`src/inc/rsb_pkg.sv`:
```
// constants and types for the bus-shutdown and test-word select block
package rsb_pkg;
  // register word indices as printed, byte address is four times the index
  localparam int unsigned IDX_CFG = 1;
  localparam int unsigned IDX_STAT = 2;
  localparam int unsigned IDX_BITW_DEF = 'h14;
  localparam int unsigned IDX_BITW_ALT = 'h15;
  localparam int AW = 12;
  localparam logic [AW-1:0] ADDR_CFG = AW'(IDX_CFG * 4);
  localparam logic [AW-1:0] ADDR_STAT = AW'(IDX_STAT * 4);
  localparam logic [AW-1:0] ADDR_BITW_DEF = AW'(IDX_BITW_DEF * 4);
  localparam logic [AW-1:0] ADDR_BITW_ALT = AW'(IDX_BITW_ALT * 4);
  // configuration field positions
  localparam int CFG_SW_RESET = 15;
  localparam int CFG_ALT_SEL = 10;
  localparam int CFG_HOST_OPT = 9;
  localparam int CFG_SCOPE = 8;
  localparam int CFG_INH_B = 1;
  localparam int CFG_INH_A = 0;
  localparam logic [15:0] CFG_WR_MASK = 16'h0703;
  localparam logic [15:0] CFG_RESET = 16'h0000;
  // default test word: shutdown state in 15:12, host bits 11:2, inhibits 1:0
  localparam int BITW_SHUT_LSB = 12;
  localparam logic [15:0] BITW_DEF_WR_MASK = 16'h0ffc;
  localparam logic [15:0] BITW_RESET = 16'h0000;
  // shutdown state bit positions
  localparam int SH_A_TX = 3;
  localparam int SH_A_RX = 2;
  localparam int SH_B_TX = 1;
  localparam int SH_B_RX = 0;
  // mode codes
  localparam logic [4:0] MC_SHUT = 5'h04;
  localparam logic [4:0] MC_OVER = 5'h05;
  localparam logic [4:0] MC_RESET = 5'h08;
  localparam logic [4:0] MC_TEST = 5'h13;
  localparam logic [4:0] MC_SEL_SHUT = 5'h14;
  localparam logic [4:0] MC_SEL_OVER = 5'h15;
  localparam logic BUS_A = 1'b0;
  localparam logic [15:0] STATUS_REPLY = 16'h0000;

  typedef struct packed {
    logic valid;
    logic bus;
    logic [4:0] code;
  } rsb_mode_cmd_t;

  typedef struct packed {
    logic shut_all;
    logic over_all;
    logic reset_rt;
    logic test_word;
    logic shut_sel;
    logic over_sel;
  } rsb_dec_t;

  typedef struct packed {
    logic tx_a;
    logic rx_a;
    logic tx_b;
    logic rx_b;
  } rsb_bus_en_t;

  typedef enum logic [1:0] {
    RSB_IDLE = 2'b01,
    RSB_REPLY = 2'b10
  } rsb_state_t;
endpackage

```
`src/rtl/rsb_sync.sv`:
```
// two-flop synchroniser for pin inputs
module rsb_sync #(
  parameter int W = 2
) (
  input wire logic ref_clk,
  input wire logic rst_n,
  input wire logic [W-1:0] d,
  output logic [W-1:0] q
);
  logic [W-1:0] meta_r;

  // first stage feeds only the second
  always_ff @(posedge ref_clk or negedge rst_n) begin
    if (!rst_n) begin
      meta_r <= '0;
      q <= '0;
    end else begin
      meta_r <= d;
      q <= meta_r;
    end
  end
endmodule

```
`src/rtl/rsb_decode.sv`:
```
// mode code decoder for the shutdown and test-word commands
module rsb_decode
  import rsb_pkg::*;
(
  input rsb_pkg::rsb_mode_cmd_t cmd,
  output rsb_pkg::rsb_dec_t dec
);
  // one flag per handled code, qualified by the command strobe
  always_comb begin
    dec.shut_all = cmd.valid && (cmd.code == MC_SHUT);
    dec.over_all = cmd.valid && (cmd.code == MC_OVER);
    dec.reset_rt = cmd.valid && (cmd.code == MC_RESET);
    dec.test_word = cmd.valid && (cmd.code == MC_TEST);
    dec.shut_sel = cmd.valid && (cmd.code == MC_SEL_SHUT);
    dec.over_sel = cmd.valid && (cmd.code == MC_SEL_OVER);
  end
endmodule

```
`src/rtl/rsb_top.sv`:
```
// bus shutdown handling and test-word select with apb registers
module rsb_top
  import rsb_pkg::*;
(
  input wire logic ref_clk,
  input wire logic rst_n,
  input wire logic psel,
  input wire logic penable,
  input wire logic pwrite,
  input wire logic [rsb_pkg::AW-1:0] paddr,
  input wire logic [31:0] pwdata,
  output logic [31:0] prdata,
  output logic pready,
  output logic pslverr,
  input rsb_pkg::rsb_mode_cmd_t mode_cmd,
  input wire logic bus_a_transmit_inhibit,
  input wire logic bus_b_transmit_inhibit,
  output rsb_pkg::rsb_bus_en_t bus_en,
  output logic reply_valid,
  output logic reply_is_data,
  output logic [15:0] reply_word
);
  import rsb_pkg::*;

  logic [15:0] cfg_r, cfg_nxt;
  logic [15:0] bitw_host_r, bitw_host_nxt;
  logic [15:0] bitw_alt_r, bitw_alt_nxt;
  logic [3:0] shut_r, shut_nxt;
  logic [31:0] prdata_r, prdata_nxt;
  logic pslverr_r, pslverr_nxt;
  logic [15:0] reply_word_r, reply_word_nxt;
  logic reply_is_data_r, reply_is_data_nxt;
  rsb_state_t state_r, state_nxt;
  rsb_dec_t dec;
  logic [1:0] pin_inh;
  logic inh_a, inh_b;
  logic host_opt, scope_tx_only, alt_sel;
  logic do_shut, do_over, do_clear, sw_reset;
  logic [3:0] target;
  logic [15:0] bitw_default;
  logic setup, wr_access, addr_ok;

  rsb_decode u_dec (
    .cmd(mode_cmd),
    .dec(dec)
  );

  // inhibit pins come from outside the clock domain
  rsb_sync #(.W(2)) u_sync (
    .ref_clk(ref_clk),
    .rst_n(rst_n),
    .d({bus_b_transmit_inhibit, bus_a_transmit_inhibit}),
    .q(pin_inh)
  );

  // configuration fields and host-driven inhibits
  assign host_opt = cfg_r[CFG_HOST_OPT];
  assign scope_tx_only = cfg_r[CFG_SCOPE];
  assign alt_sel = cfg_r[CFG_ALT_SEL];
  assign inh_a = cfg_r[CFG_INH_A] | pin_inh[0];
  assign inh_b = cfg_r[CFG_INH_B] | pin_inh[1];

  // apb phase decode
  assign setup = psel && !penable;
  assign wr_access = psel && penable && pwrite;
  assign addr_ok = (paddr == ADDR_CFG) || (paddr == ADDR_STAT) ||
                   (paddr == ADDR_BITW_DEF) || (paddr == ADDR_BITW_ALT);
  assign pready = 1'b1;
  assign prdata = prdata_r;
  assign pslverr = pslverr_r;
  assign sw_reset = wr_access && (paddr == ADDR_CFG) && pwdata[CFG_SW_RESET];

  // default test word: device shutdown state over host bits and inhibits
  assign bitw_default = {shut_r, bitw_host_r[11:2], inh_b, inh_a};

  // shutdown command qualification
  always_comb begin
    do_shut = dec.shut_all || (dec.shut_sel && !host_opt);
    do_over = dec.over_all || (dec.over_sel && !host_opt);
    do_clear = dec.reset_rt || sw_reset;
    // the bus that did not carry the command is the one acted upon
    if (mode_cmd.bus == BUS_A) begin
      target = 4'b0011;
    end else begin
      target = 4'b1100;
    end
  end

  // shutdown state next value; a shutdown in the same cycle as a clear wins
  always_comb begin
    shut_nxt = shut_r;
    if (do_clear) begin
      shut_nxt = '0;
    end
    if (do_shut) begin
      if (scope_tx_only) begin
        shut_nxt = shut_nxt | (target & 4'b1010);
      end else begin
        shut_nxt = shut_nxt | target;
      end
    end
    if (do_over) begin
      shut_nxt = shut_nxt & ~target;
    end
  end

  // shutdown state register, held until a reactivation event
  always_ff @(posedge ref_clk or negedge rst_n) begin
    if (!rst_n) begin
      shut_r <= '0;
    end else begin
      shut_r <= shut_nxt;
    end
  end

  // bus enables from shutdown state and inhibits
  always_comb begin
    bus_en.tx_a = !shut_r[SH_A_TX] && !inh_a;
    bus_en.rx_a = !shut_r[SH_A_RX];
    bus_en.tx_b = !shut_r[SH_B_TX] && !inh_b;
    bus_en.rx_b = !shut_r[SH_B_RX];
  end

  // register writes in the access cycle and read data capture in the setup cycle
  always_comb begin
    cfg_nxt = cfg_r;
    bitw_host_nxt = bitw_host_r;
    bitw_alt_nxt = bitw_alt_r;
    prdata_nxt = prdata_r;
    pslverr_nxt = pslverr_r;
    if (setup) begin
      pslverr_nxt = !addr_ok;
      case (paddr)
        ADDR_CFG: prdata_nxt = {16'h0000, cfg_r};
        ADDR_STAT: prdata_nxt = {28'h0000000, bus_en};
        ADDR_BITW_DEF: prdata_nxt = {16'h0000, bitw_default};
        ADDR_BITW_ALT: prdata_nxt = {16'h0000, bitw_alt_r};
        default: prdata_nxt = 32'h00000000;
      endcase
    end
    if (wr_access) begin
      case (paddr)
        ADDR_CFG: cfg_nxt = pwdata[15:0] & CFG_WR_MASK;
        ADDR_BITW_DEF: bitw_host_nxt = pwdata[15:0] & BITW_DEF_WR_MASK;
        ADDR_BITW_ALT: bitw_alt_nxt = pwdata[15:0];
        default: cfg_nxt = cfg_r;
      endcase
    end
  end

  // register file flops
  always_ff @(posedge ref_clk or negedge rst_n) begin
    if (!rst_n) begin
      cfg_r <= CFG_RESET;
      bitw_host_r <= BITW_RESET;
      bitw_alt_r <= BITW_RESET;
      prdata_r <= 32'h00000000;
      pslverr_r <= 1'b0;
    end else begin
      cfg_r <= cfg_nxt;
      bitw_host_r <= bitw_host_nxt;
      bitw_alt_r <= bitw_alt_nxt;
      prdata_r <= prdata_nxt;
      pslverr_r <= pslverr_nxt;
    end
  end

  // reply sequencer: one reply cycle after each mode command seen in idle; a command during the reply cycle gets none
  always_comb begin
    state_nxt = state_r;
    reply_word_nxt = reply_word_r;
    reply_is_data_nxt = reply_is_data_r;
    case (state_r)
      RSB_IDLE: begin
        if (mode_cmd.valid) begin
          state_nxt = RSB_REPLY;
          reply_is_data_nxt = dec.test_word;
          if (!dec.test_word) begin
            reply_word_nxt = STATUS_REPLY;
          end else if (alt_sel) begin
            reply_word_nxt = bitw_alt_r;
          end else begin
            reply_word_nxt = bitw_default;
          end
        end
      end
      RSB_REPLY: begin
        state_nxt = RSB_IDLE;
      end
      default: begin
        state_nxt = RSB_IDLE;
      end
    endcase
  end

  // reply flops
  always_ff @(posedge ref_clk or negedge rst_n) begin
    if (!rst_n) begin
      state_r <= RSB_IDLE;
      reply_word_r <= 16'h0000;
      reply_is_data_r <= 1'b0;
    end else begin
      state_r <= state_nxt;
      reply_word_r <= reply_word_nxt;
      reply_is_data_r <= reply_is_data_nxt;
    end
  end

  assign reply_valid = (state_r == RSB_REPLY);
  assign reply_word = reply_word_r;
  assign reply_is_data = reply_is_data_r;
endmodule

```
`config.mk`:
```
export PLATFORM = sky130hd
export DESIGN_NAME = rsb_top
export DESIGN_NICKNAME = d
export VERILOG_FILES = /design/src/inc/rsb_pkg.sv /design/src/rtl/rsb_sync.sv /design/src/rtl/rsb_decode.sv /design/src/rtl/rsb_top.sv
export SDC_FILE = /design/constraint.sdc
export NUM_CORES = 1
export LEC_CHECK = 0
export BUFFER_PORTS_ARGS = -buffer_cell sky130_fd_sc_hd__buf_4
export CORE_AREA = 2 2 92 94
export DETAILED_ROUTE_END_ITERATION = 8
export DIE_AREA = 0 0 94 96
export PLACE_DENSITY = 0.79
export SLEW_MARGIN = 15
export SYNTH_ARGS = -nofsm -noshare
export SYNTH_HDL_FRONTEND = slang
export SYNTH_SLANG_ARGS = --single-unit
```
`constraint.sdc`:
```
create_clock -name ref_clk -period 1.6 [get_ports ref_clk]
set_clock_uncertainty 0.2 [all_clocks]
set_input_delay 0 -clock ref_clk [delete_from_list [all_inputs] [get_ports ref_clk]]
set_output_delay 0 -clock ref_clk [all_outputs]
set_load 0.01 [all_outputs]
```
==> out/qor.txt <==
Initial antenna violation count: 0
Synth Cell Area: 0.00360 sq mm
DP Worst Slack: -238 ps
Async SR Flop Fraction: 1.00
HPWL after DPL: 6340 um
Yosys cell types: 48
Initial core utilization: 0.447
Most common cell after layout, fill and taps aside: buf_4
Final Non-Filler Cells: 548
Net Switching: 973 uW
H-tree Lvls: 3
M1 wire length: 3920 um
Max_cap viols: 0
CTS tree: yes
DIE HEIGHT: 96 um
Clk sinks: 75
Top Layer Used: met4
Via/cell ratio: 5.23
Final instance area: 0.00497 sq mm
Fin util: 0.618
Via Count: 2866
Number of global-route vias before repair: 2901
Synth Flop Type: dfrtp_1
Clock power frac: 0.394
Final setup violation count: 0
Layout cells sized above 1: 0.363
Router iterations before antenna repair: 4
Synthesis-stage register bit count: 75
Worst hold path class: input port to flop
R2R Path End: reply_word[10]
Die Area: 0.00902 sq mm
Routed Antenna Nets: 0
WS Path Type: input port to flop
PnR worst setup slack: 23.0 ps
Post-Place Cell Area: 0.00438 sq mm
FP Rows: 33
Routed wl met3: 397 um
P per Cell Area: 807 mW/mm^2
Die X: 94 um
Routed length on met2: 4410 um
Fin crit share: 0.986
Post-route DRC: 0
R2R cell count: 5
Combinational Power Share: 0.115
Total power: 4.01 mW
Num CTS Buffers: 9
Crit end category: flop
Number of flops mapped to enable cells by yosys: 0
Maximum VDD drop: 447 uV
Placed insts: 500
CTS Root Cell: clkbuf_8
Total Routing Usage GR: 0.210
Port Buffers: 80
Commonest non-fill, non-tap cells in the layout: buf_4 (95), dfrtp_1 (74), nand2_1 (41)
Hold_ws: 39.2 ps
Hold EP: shut_r[1]
Area Growth Syn to Fin: 38.3%
Setup crit start kind: input port
WL/cell: 16.3 um
Synth Instances: 310
GPL Wtd Cong: 0.859
Setup TNS: 0 ps
First-pass GRT wire length: 14400 um
Critical path arrival: 1620 ps
Pin count of the biggest net entering global routing: 34
Worst r2r src: state_r[0]
R2r setup slk: 100 ps
Syn avg cell area: 11.6 sq um
Routed WL: 8960 um
Hold depth: 5
Total grt overflow: 0
Status: complete, no violations
HP Start: paddr[10]
Nets: 496
Cell taking the most area after synthesis: dfrtp_1
N_diodes: 0
Switching part of the total: 0.243
1st-iter DRT viols: 125
Worst-path fanout max: 5
IO Count: 114
Setup Fix Bufs, Post-CTS: 0
Worst EP required: 1640 ps
YS warnings: 0
Area contributors post-synth: dfrtp_1 (51%), mux2_4 (8.3%), nand2_1 (4.3%)
Max frequency: 634 MHz
Clock Pin Slew Worst Setup and Hold Paths: 80 ps
Tmin final: 1580 ps
Clk buf depth: 2
Clock latency on the worst-skew pair: 350 ps
Synth top area share: 0.515
Seq/Total Area, Yosys: 0.522
Hold Fails Final Rpt: 0
Core Footprint: 0.00805 sq mm
Internal Power: 3.04 mW
Final slew viol count: 0
Pleak: 2.44 nW
Seq pwr share: 0.491
## routing by layer
layer / up-vias / track usage
li1: 1342 / -
met1: 1402 / 0.274
met2: 99 / 0.340
met3: 23 / 0.0392
met4: 0 / 0.0990
met5: - / 0
## worst max-delay path, stage by stage
cell,delay (ps)
buf_4,140
dlygate4sd3_1,570
buf_4,160
nor4b_4,130
buf_4,150
a22oi_1,120
o21ai_0,140
a22o_1,210
## sequential cells by signal, indices dropped and copies added (netlist names)
| signal | count |
|---|---|
| bitw_alt_r | 16 |
| bitw_host_r | 10 |
| cfg_r | 5 |
| prdata | 16 |
| pslverr | 1 |
| reply_is_data | 1 |
| reply_word | 16 |
| shut_r | 4 |
| state_r | 2 |
| u_sync.meta_r | 2 |
| u_sync.q | 2 |
## power by group through the flow
stage	combinational [mW]	sequential, mW	clock, mW
2_1_floorplan	0.168	1.99	0
3_3_place_gp	0.376	2.01	0
3_5_place_dp	0.387	2.01	0
4_1_cts	0.451	1.97	1.61
5_1_grt	0.507	1.98	1.71
6_report	0.462	1.97	1.58
## cell usage after synthesis (2+ instances only)
cell type and instances:
or4_4 2, nand3b_1 3, clkbuf_1 6, a32oi_1 3
nor2b_1 3, and4b_1 2, inv_1 4, nor4bb_1 2
o22ai_1 2, or2_2 2, buf_4 17, nor4_1 3
o21ai_0 22, nor4b_1 2, nand3_1 4, o21ai_1 10
dfrtp_1 74, buf_6 3, nand2_1 41, and3_1 2
conb_1 2, nor3_1 2, mux2_4 20, a21oi_1 5
a22oi_1 13, mux2_2 11, mux2i_1 14, buf_2 3
nor2_1 9, a22o_1 6
## how the worst max path moves through the flow
stage,start,to,cells past startpoint
6_report,paddr[3],prdata[1],8
5_1_grt,mode_cmd[1],shut_r[2],6
4_1_cts,state_r[0],reply_word[11],5
3_5_place_dp,paddr[9],bitw_host_r[9],6
3_3_place_gp,paddr[9],cfg_r[10],5
2_1_floorplan,paddr[9],bitw_alt_r[10],5
## cell type report
| class | count | area [sq um] |
|---|---|---|
| Timing Repair Buffer | 132 | 1130 |
| Multi-Input combinational cell | 216 | 1600 |
| Tap cell | 105 | 131 |
| Clock buffer | 10 | 128 |
| Sequential cell | 75 | 1880 |
| Fill cell | 656 | 3080 |
| Clock inverter | 6 | 90.1 |
| Inverter | 4 | 15.0 |
## cell families (layout without fill, tap and decap cells)
| kind of cell | Yosys count | in the layout | synth area share |
|---|---|---|---|
| AO/OA/AOI/OAI | 66 | 66 | 0.116 |
| buffers and inverters | 34 | 152 | 0.0605 |
| flip-flops | 75 | 75 | 0.522 |
| multiplexers | 45 | 45 | 0.157 |
| other | 2 | 17 | 0.00209 |
| AND/OR/NAND/NOR | 88 | 88 | 0.142 |
## repair_timing
action,4_1_cts,5_1_grt
endpoints found under the hold margin,148,0
hold buffers,32,0
setup endpoints to repair,17,26
pin swaps,0,2
gates cloned,0,0
gates resized for setup,3,20
(Power assumes the default switching activity.)
